**src/shared/exec_pkg.sv**
```systemverilog
// Package for the move and branch execution block: opcodes, widths and layouts.
// Assumes a single core clock where one instruction cycle is one mclk cycle.
package exec_pkg;

  localparam int DATA_W   = 8;
  localparam int PC_W     = 11;
  localparam int FADDR_W  = 7;
  localparam int SADDR_W  = 4;
  localparam int STK_W    = 3;
  localparam int STK_DEPTH = 8;

  // Lowest and highest special-function register index on the F page.
  localparam logic [SADDR_W-1:0] SFR_LO = 4'h5;
  localparam logic [SADDR_W-1:0] SFR_HI = 4'hf;

  localparam logic [PC_W-1:0]    PC_RESET = 11'h000;
  localparam logic [DATA_W-1:0]  WORK_RESET = 8'h00;
  localparam logic [STK_W-1:0]   STK_RESET = 3'h0;

  // Operations this block executes; the decoder outside picks one.
  typedef enum logic [2:0] {
    OP_NONE,
    OP_SPECIAL_REG_LOAD,
    OP_LONG_SUBROUTINE_CALL,
    OP_LONG_JUMP,
    OP_IMMEDIATE_TO_WORK,
    OP_WORK_TO_FILE,
    OP_FILE_MOVE
  } op_t;

  // One decoded instruction as handed to the execution block.
  typedef struct packed {
    op_t                  op;
    logic [PC_W-1:0]      target;
    logic [DATA_W-1:0]    imm;
    logic [FADDR_W-1:0]   faddr;
    logic [SADDR_W-1:0]   saddr;
    logic                 dest;
  } instr_t;

  // A write toward data file or special-register page.
  typedef struct packed {
    logic                 we;
    logic [FADDR_W-1:0]   addr;
    logic [DATA_W-1:0]    data;
  } wr_t;

endpackage
```
**src/logic/move_branch_exec.sv**
```systemverilog
// Execution unit for register moves, subroutine call and long jump.
// Assumes the decoder presents instr with instr_valid while busy is low,
// and file_rdata returns the file location named by instr.faddr combinationally.
module move_branch_exec
  import exec_pkg::*;
(
  input  wire logic               mclk,         // Core clock, one instruction cycle.
  input  wire logic               reset,        // Asynchronous reset, active high.
  input  wire logic               instr_valid,  // Decoded instruction present.
  input  wire instr_t             instr,        // Decoded instruction fields.
  input  wire logic [DATA_W-1:0]  file_rdata,   // Data file read value at instr.faddr.
  output logic [PC_W-1:0]         pc,           // Program counter.
  output logic [DATA_W-1:0]       work,         // Work register.
  output logic                    zero_flag,    // Zero flag.
  output logic                    busy,         // Second cycle of a two-cycle op.
  output wr_t                     file_wr,      // Data file write.
  output wr_t                     sfr_wr,       // Special-register page write.
  output logic [STK_W-1:0]        stk_level,    // Return stack level.
  output logic [PC_W-1:0]         stk_top       // Top entry of the return stack.
);

  // Sequencer states: RUN takes instructions, FLUSH is the second cycle of a branch.
  typedef enum logic [0:0] {
    ST_RUN,
    ST_FLUSH
  } st_t;

  // Sequencer, busy marker and program counter.
  st_t                 st_r;
  st_t                 st_nxt;
  logic                busy_r;
  logic                busy_nxt;
  logic [PC_W-1:0]     pc_r;
  logic [PC_W-1:0]     pc_nxt;

  // Work register and zero flag.
  logic [DATA_W-1:0]   work_r;
  logic [DATA_W-1:0]   work_nxt;
  logic                z_r;
  logic                z_nxt;

  // One-cycle write strobes toward the data file and the special-register page.
  wr_t                 fw_r;
  wr_t                 fw_nxt;
  wr_t                 sw_r;
  wr_t                 sw_nxt;

  // Return stack: level, a registered copy of the top entry, and the entries.
  logic [STK_W-1:0]    lvl_r;
  logic [STK_W-1:0]    lvl_nxt;
  logic [PC_W-1:0]     top_r;
  logic [PC_W-1:0]     top_nxt;
  logic [PC_W-1:0]     stk_r [STK_DEPTH];

  // Decode shared by every group of state.
  logic                take;
  logic                sfr_in_page;
  logic                push;
  logic [PC_W-1:0]     ret_addr;

  // An instruction counts only in RUN: what the decoder shows during the flush
  // cycle is the stale fetch behind a branch and must not reach any state.
  always_comb begin
    take        = instr_valid && (st_r == ST_RUN);
    sfr_in_page = (instr.saddr >= SFR_LO) && (instr.saddr <= SFR_HI);
    push        = take && (instr.op == OP_LONG_SUBROUTINE_CALL);
    ret_addr    = PC_W'(pc_r + 11'h001);
  end

  // Program counter and sequencer. A call or jump spends one flush cycle after
  // the taking edge, so each branch totals two cycles while the target is fetched.
  always_comb begin
    st_nxt   = ST_RUN;
    busy_nxt = 1'b0;
    pc_nxt   = pc_r;
    if (take) begin
      case (instr.op)
        OP_LONG_SUBROUTINE_CALL: begin
          pc_nxt   = instr.target;
          st_nxt   = ST_FLUSH;
          busy_nxt = 1'b1;
        end
        OP_LONG_JUMP: begin
          pc_nxt   = instr.target;
          st_nxt   = ST_FLUSH;
          busy_nxt = 1'b1;
        end
        default: begin
          // Every other taken operation, OP_NONE included, steps to the next word.
          pc_nxt = ret_addr;
        end
      endcase
    end
  end

  // Sequencer registers; busy has its own flop so the port needs no decode.
  always_ff @(posedge mclk or posedge reset) begin
    if (reset) begin
      st_r   <= ST_RUN;
      busy_r <= 1'b0;
      pc_r   <= PC_RESET;
    end else begin
      st_r   <= st_nxt;
      busy_r <= busy_nxt;
      pc_r   <= pc_nxt;
    end
  end

  // Work register and zero flag. Only the file move touches the zero flag; the
  // immediate load and the store leave it exactly as it was.
  always_comb begin
    work_nxt = work_r;
    z_nxt    = z_r;
    if (take) begin
      case (instr.op)
        OP_IMMEDIATE_TO_WORK: begin
          work_nxt = instr.imm;
        end
        OP_FILE_MOVE: begin
          if (!instr.dest) begin
            work_nxt = file_rdata;
          end
          z_nxt = (file_rdata == 8'h00);
        end
        default: begin
        end
      endcase
    end
  end

  // Work register and zero flag registers.
  always_ff @(posedge mclk or posedge reset) begin
    if (reset) begin
      work_r <= WORK_RESET;
      z_r    <= 1'b0;
    end else begin
      work_r <= work_nxt;
      z_r    <= z_nxt;
    end
  end

  // Write strobes. Each stands for one cycle only, so the file and the page see
  // exactly one write per instruction even if they sample on every edge.
  always_comb begin
    fw_nxt = '0;
    sw_nxt = '0;
    if (take) begin
      case (instr.op)
        OP_SPECIAL_REG_LOAD: begin
          // Addresses below the page are ignored rather than aliased onto it.
          if (sfr_in_page) begin
            sw_nxt.we   = 1'b1;
            sw_nxt.addr = FADDR_W'(instr.saddr);
            sw_nxt.data = work_r;
          end
        end
        OP_WORK_TO_FILE: begin
          fw_nxt.we   = 1'b1;
          fw_nxt.addr = instr.faddr;
          fw_nxt.data = work_r;
        end
        OP_FILE_MOVE: begin
          // Writing the value back to its own location makes a zero test.
          if (instr.dest) begin
            fw_nxt.we   = 1'b1;
            fw_nxt.addr = instr.faddr;
            fw_nxt.data = file_rdata;
          end
        end
        default: begin
        end
      endcase
    end
  end

  // Write strobe registers.
  always_ff @(posedge mclk or posedge reset) begin
    if (reset) begin
      fw_r <= '0;
      sw_r <= '0;
    end else begin
      fw_r <= fw_nxt;
      sw_r <= sw_nxt;
    end
  end

  // Stack level and top copy. Between pushes the copy is refreshed from the entry
  // that the level names, which keeps it and the storage in step.
  always_comb begin
    lvl_nxt = lvl_r;
    top_nxt = stk_r[lvl_r];
    if (push) begin
      lvl_nxt = STK_W'(lvl_r + 3'h1);
      top_nxt = ret_addr;
    end
  end

  // Stack level and top registers.
  always_ff @(posedge mclk or posedge reset) begin
    if (reset) begin
      lvl_r <= STK_RESET;
      top_r <= PC_RESET;
    end else begin
      lvl_r <= lvl_nxt;
      top_r <= top_nxt;
    end
  end

  // Stack entries; the entry written is the new level, so a ninth call wraps onto
  // the oldest entry and overwrites it, as the level counter itself wraps.
  for (genvar i = 0; i < STK_DEPTH; i++) begin : g_stk
    logic [PC_W-1:0] ent_nxt;

    always_comb begin
      ent_nxt = stk_r[i];
      if (push && lvl_nxt == STK_W'(i)) begin
        ent_nxt = ret_addr;
      end
    end

    always_ff @(posedge mclk or posedge reset) begin
      if (reset) begin
        stk_r[i] <= PC_RESET;
      end else begin
        stk_r[i] <= ent_nxt;
      end
    end
  end

  // Every output is a register, so nothing downstream sees decode glitches.
  assign pc        = pc_r;
  assign work      = work_r;
  assign zero_flag = z_r;
  assign busy      = busy_r;
  assign file_wr   = fw_r;
  assign sfr_wr    = sw_r;
  assign stk_level = lvl_r;
  assign stk_top   = top_r;

endmodule

```
**config.mk**
```make
export PLATFORM = sky130hd
export DESIGN_NAME = move_branch_exec
export DESIGN_NICKNAME = d
export VERILOG_FILES = /design/src/shared/exec_pkg.sv /design/src/logic/move_branch_exec.sv
export SDC_FILE = /design/constraint.sdc
export NUM_CORES = 1
export LEC_CHECK = 0
export ABC_AREA = 1
export BUFFER_PORTS_ARGS = -buffer_cell sky130_fd_sc_hd__buf_2
export CAP_MARGIN = 20
export CELL_PAD_IN_SITES_DETAIL_PLACEMENT = 1
export CELL_PAD_IN_SITES_GLOBAL_PLACEMENT = 1
export CORE_AREA = 2 2 175 177
export DETAILED_ROUTE_END_ITERATION = 16
export DIE_AREA = 0 0 177 179
export PLACE_DENSITY_LB_ADDON = 0.15
export SLEW_MARGIN = 20
export SYNTH_ARGS = -nofsm -noshare
export SYNTH_HDL_FRONTEND = slang
export SYNTH_SLANG_ARGS = --single-unit
```
**constraint.sdc**
```tcl
create_clock -name mclk -period 11.2 [get_ports mclk]
set_input_delay 3.36 -clock mclk [delete_from_list [all_inputs] [get_ports mclk]]
set_output_delay 3.36 -clock mclk [all_outputs]
set_load 0.01 [all_outputs]
```
==> flow_summary.yaml, run 1 <==
synth:
  synth_warn: 0
  synth.yosys.seq_area_share: 0.519
  synth_area_mm2: 0.00733
  number_of_distinct_library_cell_variants_in_the_gate_level_netlist_after_synthesis: 33
  synth-seq-cells: 152
  netlist_instances: 899
  postSynthAreaPerCell_um2: 8.15
power:
  vdd.ir_drop.worst_mv: 0.0987
  power.static_leakage_nw: 4.51
  total_power_draw_mw: 1.97
  pwr_density_cell_mw_per_mm2: 227
cells_and_area:
  layout.nets: 1022
  most-common-layout-cells: "nand2_1, dfrtp_1, buf_2"
  area_added_between_synthesis_and_finish_pct: 18.7
  final_common_cell: "nand2_1"
  layout-drive-gt1-share: 0.176
  antenna_cells_inserted: 0
clocking:
  tritoncts: "built"
  cts_resized: 0
  clock-root-buffer: "clkbuf_16"
  clk_transition_reported_paths_ps: 70
  number_of_buffers_inserted_during_clock_tree_synthesis: 17
  postCtsSetupBuffers: 0
  clk_path_buf_depth: 2
  htree_levels: 4
  ctsHoldBuffers: 0
  clkSinkCount: 152
  clk-insertion-delay-late_ps: 430
run:
  drv.max_cap_violation_count: 0
critical_path:
  cp_common_cell: "nand2_1"
  critical_path_sink_type: "flop"
  critical-path-slowest-cell: "nand2_1"
  chain_of_cells_forming_the_critical_path: "buf_2, nand2_1, nor2_2, nand2_1, nand2_1, buf_4, nand3_2, nand2_1, nand2_1"
  worst_ep_required_time_ps: 11510
  worst_setup_path_startpoint: "instr_valid"
  arrival_ps: 6270
  timing.rr.start: "stk_level[1]$_DFF_PP0_"
  reg2regPathDepth: 8
  regToRegSetupSlack_ps: 7740
  worstSetupPathType: "primary input to flop"
  worst_setup_path_start_kind: "primary input"
  critical_path.max_fanout: 28
  cpPeakStageDelay_ps: 650
  crit-reg2reg-capture: "stk_r[83]$_DFFE_PP0P_"
placed_design:
  place.gp.congestion: 0.754
  io_buffer_count: 108
  dp.final_hpwl_um: 16500
timing:
  finalHoldViolCount: 0
  layout_min_cycle_time_ps: 5960
  fmaxAchievable_mhz: 168
  tightestPinTransition_ps: 1040
  rsz_0062_raised_after_global_routing: "no"
  finalSetupViolCount: 0
  finalSetupTns_ps: 0
  final-max-slew-violation-count: 0
  timing.hold.ws_ps: 468
  finalClockSkew_ps: 14.8
  post-route-period-util: 0.532
  worst_slew_margin_rel: 0.303
routing:
  sum_of_routed_wire_length_over_all_layers_um: 26000
  drt-initial-drc-count: 300
  antenna_left: 0
  average_wire_per_cell_in_the_routed_design_um: 18.8
  drt_pre_antenna_iters: 4
  via_count: 6589
  post_detailed_route_via_to_cell_ratio: 4.76
  post-route-drc-count: 0
grt:
  grt_antenna_before_repair: 2
  grt_pass1_vias: 6975
  grt_max_degree: 81
  globalRouteOverflowTotal: 0
  grt_first_pass_wirelength_um: 41100
  grt_use_total: 0.171
floorplanning:
  floorplan.initialDensity: 0.244
  die_h_um: 179
  fp.dieArea_mm2: 0.0317
  fp.dieW_um: 177
  fp-row-count: 64
  design.portCount: 112
  core_mm2: 0.0300
min_path:
  hold_class: "flop to flop"
  min_from: "stk_r[71]$_DFFE_PP0P_"
  holdPathStages: 2
  hold_path_endpoint: "stk_r[71]$_DFFE_PP0P_"
run_status:
  status: "finished, final reports clean"
## final cells by class
| class | count | area, um2 |
|---|---|---|
| tap | 396 | 495 |
| clock inverter | 14 | 165 |
| inverter | 44 | 170 |
| timing repair buffer | 121 | 658 |
| multi-input combinational | 639 | 2970 |
| fill | 3611 | 21300 |
| clock buffer | 18 | 439 |
| sequential | 152 | 3800 |
## worst max-delay path by stage
stage / slack (ps) / cells past startpoint / end
3_5_place_dp: 4710 / 9 / stk_r[42]$_DFFE_PP0P_
6_report: 5240 / 9 / stk_r[34]$_DFFE_PP0P_
3_3_place_gp: 4850 / 9 / stk_r[42]$_DFFE_PP0P_
4_1_cts: 5190 / 9 / stk_r[34]$_DFFE_PP0P_
5_1_grt: 4930 / 9 / stk_r[42]$_DFFE_PP0P_
2_1_floorplan: 3750 / 1 / busy$_DFF_PP0_
## power by group
part | switching (mW) | internal (mW)
Sequential | 0.0738 | 0.674
Clock | 0.266 | 0.341
Combinational | 0.450 | 0.169
## cell families (layout without fill, tap and decap cells)
family                     Yosys count  in the layout  synth area share
buffers and inverters              110            197            0.0773
other                                1              3          0.000512
AOI/OAI and AO/OA                   99             99            0.0760
xor gates and xnor gates             3              3           0.00461
adders and majority gates            2              2           0.00341
DFF                                152            152             0.519
and+or+nand+nor                    532            532             0.319
## cells in the mapped netlist
| master | n | area, um2 |
|---|---|---|
| xor2_2 | 1 | 16.3 |
| nand3_1 | 25 | 125 |
| ha_1 | 2 | 25.0 |
| and2_2 | 1 | 7.51 |
| nor3_2 | 1 | 10.0 |
| buf_2 | 21 | 105 |
| nand2_2 | 2 | 12.5 |
| inv_1 | 37 | 139 |
| nor2_1 | 103 | 387 |
| nand4_1 | 89 | 557 |
| nand2_1 | 297 | 1110 |
| a22oi_1 | 1 | 7.51 |
| inv_2 | 5 | 18.8 |
| nand3b_1 | 1 | 7.51 |
| xor2_1 | 2 | 17.5 |
| a21oi_1 | 15 | 75.1 |
| nand3_4 | 1 | 17.5 |
| o21ai_1 | 1 | 5.00 |
| clkinv_1 | 2 | 7.51 |
| dfrtp_1 | 152 | 3800 |
| nor2_2 | 2 | 12.5 |
| conb_1 | 1 | 3.75 |
| nand3_2 | 5 | 50.1 |
| buf_6 | 7 | 78.8 |
| o21bai_1 | 1 | 7.51 |
| nor4_1 | 2 | 12.5 |
| buf_4 | 20 | 150 |
| nor3_1 | 1 | 5.00 |
| o22ai_1 | 19 | 119 |
| clkbuf_1 | 18 | 67.6 |
| o21ai_0 | 49 | 245 |
| o211ai_1 | 13 | 97.6 |
| nor2_4 | 2 | 22.5 |
## critical path: cells and delay by family
family                 cells  cell delay [ps]
buffers and inverters      2              550
and+or+nand+nor            7             2330
## stage by stage
stage	cells	worst slack (ps)	instance area (um2)	utilization
global placement	1351	4850	8070	0.269
floorplan	901	3750	7340	-
detailed placement	1351	4710	8070	0.269
finish	1384	5240	8700	0.290
global route	1384	4930	8700	0.290
CTS	1383	5190	8670	0.289
## state kept, by name (all words and copies together) (netlist names)
name,count
sfr_wr,13
busy,1
pc,11
stk_level,3
stk_r,88
zero_flag,1
work,8
stk_top,11
file_wr,16
## routing by layer
layer	share of wire	vias to the layer above	GRT usage	wire, um
met4	0.014	4	0.0468	355
met5	0.00092	-	0	24
met3	0.055	27	0.0481	1440
met1	0.47	3293	0.223	12200
met2	0.46	136	0.276	12000
li1	-	3129	-	-
Power figures use the tool's default switching activity.
==> run 2, diff against run 1 <==
==> constraint.sdc (replaced) <==
create_clock -name mclk -period 6 [get_ports mclk]
set_input_delay 1.8 -clock mclk [delete_from_list [all_inputs] [get_ports mclk]]
set_output_delay 1.8 -clock mclk [all_outputs]
set_load 0.01 [all_outputs]
==> run 2 against run 1 <==
Compared with the run above: final cell count up 0.22%; clock skew shrank 1.9 ps; clock-buffer cell count rose by 4; critical path depth is the same; final area rose by 0.70%; sequential cell count stayed put; register-to-register slack got worse by 4900 ps; utilization increased by 0.20 points; critical path type unchanged; highest routed layer unchanged.
==> flow_summary.yaml, run 2 (same netlist as run 1, synthesis figures left out) <==
run_status:
  status: "finished, final reports clean"
power:
  vdd.ir_drop.worst_mv: 0.181
  p_comb_frac: 0.305
  power_frac_seq: 0.375
  pwr_density_cell_mw_per_mm2: 430
  switching_power_mw: 1.45
  switching_share: 0.384
  power.static_leakage_nw: 4.55
  internal-power_mw: 2.32
  p_clk_frac: 0.320
timing:
  finalClockSkew_ps: 12.9
  layout_min_cycle_time_ps: 4020
  worst_slew_margin_rel: 0.306
  final-max-slew-violation-count: 0
  finalSetupViolCount: 0
  timing.hold.ws_ps: 468
  finalHoldViolCount: 0
  post-route-worst-setup-slack_ps: 1980
  post-route-period-util: 0.671
  fmaxAchievable_mhz: 249
  finalSetupTns_ps: 0
  tightestPinTransition_ps: 1040
  rsz_0062_raised_after_global_routing: "no"
placed_design:
  place_ws_ps: 1410
  place.gp.congestion: 0.728
  io_buffer_count: 108
  dp.final_hpwl_um: 17000
  post_dp_cell_area_mm2: 0.00811
routing:
  post-route-drc-count: 0
  drt-initial-drc-count: 283
  drt_pre_antenna_iters: 4
  antenna_left: 0
  post_detailed_route_via_to_cell_ratio: 4.71
  average_wire_per_cell_in_the_routed_design_um: 18.9
  sum_of_routed_wire_length_over_all_layers_um: 26200
  via_count: 6534
clocking:
  clk-insertion-delay-late_ps: 430
  cts_resized: 0
  clkSinkCount: 152
  htree_levels: 4
  clk_path_buf_depth: 2
  ctsHoldBuffers: 0
  tritoncts: "built"
  clk_transition_reported_paths_ps: 60
  clock-root-buffer: "clkbuf_16"
  number_of_buffers_inserted_during_clock_tree_synthesis: 17
  postCtsSetupBuffers: 0
floorplanning:
  design.portCount: 112
  core_mm2: 0.0300
  fp-row-count: 64
  die_h_um: 179
  fp.dieArea_mm2: 0.0317
  fp.dieW_um: 177
  floorplan.initialDensity: 0.244
cells_and_area:
  largest-register: "stk_r"
  largest_reg_flops: 88
  post-route-cell-area_mm2: 0.00876
  final_common_cell: "nand2_1"
  layout-drive-gt1-share: 0.178
  final_core_utilization: 0.292
  area_added_between_synthesis_and_finish_pct: 19.5
  antenna_cells_inserted: 0
  most-common-layout-cells: "nand2_1, dfrtp_1, buf_2"
  layout.nets: 1025
critical_path:
  cpPeakStageDelay_ps: 660
  worst_setup_path_start_kind: "primary input"
  path_delay_family: "simple AND/OR/NAND/NOR gates"
  critical-path-slowest-cell: "nor2_2"
  crit_buf_inv: 2
  worst_ep_required_time_ps: 6310
  cp_common_cell: "nand2_1"
  critical_path.max_fanout: 38
  worstSetupPathType: "primary input to flop"
  chain_of_cells_forming_the_critical_path: "buf_2, nand2_1, nor2_2, nand2_1, nand2_2, buf_4, nand3_2, nand2_1, nand2_1"
  critical_path_sink_type: "flop"
  arrival_ps: 4340
grt:
  grt_max_degree: 83
  grt_first_pass_wirelength_um: 41500
  grt_use_total: 0.173
  grt_pass1_vias: 6834
  grt_antenna_before_repair: 2
  globalRouteOverflowTotal: 0
run:
  drv.max_cap_violation_count: 0
min_path:
  hold_class: "flop to flop"
## run 2: stage by stage
| step | power (mW) | std cells |
|---|---|---|
| 2_1_floorplan | 2.13 | 901 |
| 3_3_place_gp | 2.58 | 1355 |
| 3_5_place_dp | 2.59 | 1355 |
| 4_1_cts | 3.82 | 1387 |
| 5_1_grt | 4.01 | 1387 |
| 6_report | 3.77 | 1387 |
## run 2: final cells by class
type	instances	area, um2
fillers	3640	21300
flip-flops and latches	152	3800
multi-input cells	639	2970
repair buffers	124	673
well taps	396	495
clock buffers	22	484
inverters	44	170
clock inverters	10	166
## run 2: layer usage
metal  GRT usage  share of wire  vias up
met5           0        0.00091        -
met4      0.0410         0.0088        4
met3      0.0439          0.054       19
met2       0.275           0.47      150
met1       0.235           0.47     3229
li1            -              -     3132
## run 2: worst min-delay path, cell delays in order (launching register included)
cell     delay, ps
dfrtp_1        340
nand2_1         50
nand2_1         40
## run 2: path summary, 6_finish.rpt
| check | slack (ps) | cells past startpoint | startpoint | end |
|---|---|---|---|---|
| worst max-delay path | 1980 | 9 | instr_valid | stk_r[10]$_DFFE_PP0P_ |
| worst min-delay path | 470 | 2 | stk_r[15]$_DFFE_PP0P_ | stk_r[15]$_DFFE_PP0P_ |
| worst max register to register | 2800 | 7 | stk_level[1]$_DFF_PP0_ | stk_r[27]$_DFFE_PP0P_ |
| worst min register to register | 470 | 2 | stk_r[15]$_DFFE_PP0P_ | stk_r[15]$_DFFE_PP0P_ |
| max in group asynchronous | 3540 | 3 | reset | stk_r[30]$_DFFE_PP0P_ |
| min in group asynchronous | 1530 | 2 | reset | pc[3]$_DFFE_PP0P_ |
## run 2: power by group through the flow
| stage | Combinational (mW) | Clock (mW) | Sequential [mW] |
|---|---|---|---|
| detailed placement | 1.16 | 0 | 1.43 |
| finish | 1.15 | 1.21 | 1.41 |
| global route | 1.28 | 1.28 | 1.45 |
| global placement | 1.15 | 0 | 1.43 |
| floorplan | 0.707 | 0 | 1.42 |
| CTS | 1.16 | 1.24 | 1.41 |
==> run 3, diff against run 2 <==
==> constraint.sdc (replaced) <==
create_clock -name mclk -period 3.6 [get_ports mclk]
set_input_delay 1.08 -clock mclk [delete_from_list [all_inputs] [get_ports mclk]]
set_output_delay 1.08 -clock mclk [all_outputs]
set_load 0.01 [all_outputs]
==> run 3 against run 2 <==
Compared with the run above: clock skew grew 1.4 ps; combinational power grew 71%; critical path type unchanged; clock power grew 51%; utilization grew 0.31 points; total power grew 63%; sequential cell count is the same; final area grew 1.1%; largest cell class unchanged; non-clock buffer count grew 19; hold slack lost 1.2 ps.
==> flow_summary.yaml, run 3 (same netlist as run 1, synthesis figures left out) <==
critical_path:
  timing.rr.start: "stk_level[0]$_DFF_PP0_"
  arrival_ps: 2910
  regToRegSetupSlack_ps: 1120
  critical-path-slowest-cell: "nand3_1"
  crit-reg2reg-capture: "stk_r[51]$_DFFE_PP0P_"
  reg2regPathDepth: 8
  worst_setup_path_start_kind: "primary input"
  worstSetupPathType: "primary input to flop"
  critical_path_sink_type: "flop"
  chain_of_cells_forming_the_critical_path: "buf_2, inv_2, nand3_2, nor2_2, nand2_1, nand2_2, buf_4, nand3_1, nand2_1, nand2_1"
  cp_common_cell: "nand2_1"
  cpPeakStageDelay_ps: 410
  worst_ep_required_time_ps: 3900
  critical_path.max_fanout: 16
grt:
  grt_first_pass_wirelength_um: 42700
  globalRouteOverflowTotal: 0
  grt_antenna_before_repair: 0
  grt_use_total: 0.176
  grt_max_degree: 49
  grt_pass1_vias: 7152
clocking:
  ctsHoldBuffers: 0
  tritoncts: "built"
  clock-root-buffer: "clkbuf_16"
  cts_resized: 0
  clk_transition_reported_paths_ps: 60
  clk-insertion-delay-late_ps: 430
  htree_levels: 4
  number_of_buffers_inserted_during_clock_tree_synthesis: 17
  clk_path_buf_depth: 2
  postCtsSetupBuffers: 0
  clkSinkCount: 152
routing:
  wl_met2_um: 12400
  drt-met1-wl_um: 12600
  post-route-drc-count: 0
  antenna_left: 0
  drt-initial-drc-count: 366
  wl_met3_um: 1310
  post_detailed_route_via_to_cell_ratio: 4.71
  via_count: 6627
  sum_of_routed_wire_length_over_all_layers_um: 26500
  topRoutingLayerUsed: "met4"
  drt_pre_antenna_iters: 4
  average_wire_per_cell_in_the_routed_design_um: 18.9
timing:
  tightestPinTransition_ps: 839
  worst_slew_margin_rel: 0.440
  finalSetupTns_ps: 0
  post-route-period-util: 0.725
  finalClockSkew_ps: 14.4
  finalSetupViolCount: 0
  layout_min_cycle_time_ps: 2610
  rsz_0062_raised_after_global_routing: "no"
  fmaxAchievable_mhz: 383
  final-max-slew-violation-count: 0
  finalHoldViolCount: 0
floorplanning:
  fp-row-count: 64
  fp.dieArea_mm2: 0.0317
  fp.dieW_um: 177
  design.portCount: 112
  die_h_um: 179
  floorplan.initialDensity: 0.244
  core_mm2: 0.0300
power:
  power.static_leakage_nw: 4.61
  pwr_density_cell_mw_per_mm2: 694
  total_power_draw_mw: 6.14
  vdd.ir_drop.worst_mv: 0.311
cells_and_area:
  final_common_cell: "nand2_1"
  largest-register: "stk_r"
  largest_reg_flops: 88
  antenna_cells_inserted: 0
  area_added_between_synthesis_and_finish_pct: 20.8
  fill_cells: 3615
  layout.nets: 1044
  layout-drive-gt1-share: 0.194
  most-common-layout-cells: "nand2_1, dfrtp_1, buf_2"
placed_design:
  io_buffer_count: 108
  dp.final_hpwl_um: 18300
  place.gp.congestion: 0.742
min_path:
  hold_class: "flop to flop"
  holdPathStages: 2
  hold_path_endpoint: "stk_r[63]$_DFFE_PP0P_"
  min_from: "stk_r[63]$_DFFE_PP0P_"
run_status:
  status: "finished, final reports clean"
run:
  drv.max_cap_violation_count: 0
==> run 3: cell count changes in the layout (fill, tap and decap cells not counted) <==
cell        change
clkbuf_1        -1
clkinvlp_4      +2
inv_6           +4
clkinv_4        -2
buf_12          +1
buf_4          +18
bufinv_16       -3
==> run 3: layer usage <==
layer / global-route usage / vias up
met5: 0 / -
met4: 0.0393 / 0
met3: 0.0435 / 20
met2: 0.283 / 134
met1: 0.240 / 3306
li1: - / 3167
==> run 3: stage by stage <==
stage               std cells  area (um2)  setup WS [ps]  utilization  hold WS [ps]
CTS                      1406        8850            973        0.295           472
global placement         1374        8260            638        0.275           451
global route             1406        8850            863        0.295           492
finish                   1406        8850            991        0.295           466
detailed placement       1374        8260            556        0.275           455
floorplan                 901        7340            603            -           437
==> run 3: final cells by class <==
type	instances	area, um2	share of cell area
timing repair buffer	143	828	0.0935
sequential	152	3800	0.430
multi-input combinational	639	2970	0.335
clock buffer	21	480	0.0543
clock inverter	11	110	0.0124
tap	396	495	0.0560
inverter	44	169	0.0191
==> run 3: critical path: cells and delay by family <==
kind / cells / cell delay, ps
and+or+nand+nor: 7 / 1300
buffers and inverters: 3 / 530
==> run 3: power by group <==
part | switching, mW | leakage, nW | internal [mW]
registers | 0.244 | 2.03 | 2.10
logic | 1.39 | 2.30 | 0.579
clock network | 0.789 | 0.284 | 1.04
==> run 3: worst max path at each step <==
stage / end / depth (start not counted) / from / slack, ps
2_1_floorplan: busy$_DFF_PP0_ / 1 / reset / 600
5_1_grt: stk_r[59]$_DFFE_PP0P_ / 10 / instr[33] / 860
6_report: stk_r[51]$_DFFE_PP0P_ / 10 / instr[33] / 990
4_1_cts: stk_r[54]$_DFFE_PP0P_ / 10 / instr[33] / 970
3_5_place_dp: stk_r[54]$_DFFE_PP0P_ / 10 / instr[33] / 560
3_3_place_gp: stk_r[54]$_DFFE_PP0P_ / 10 / instr[33] / 640
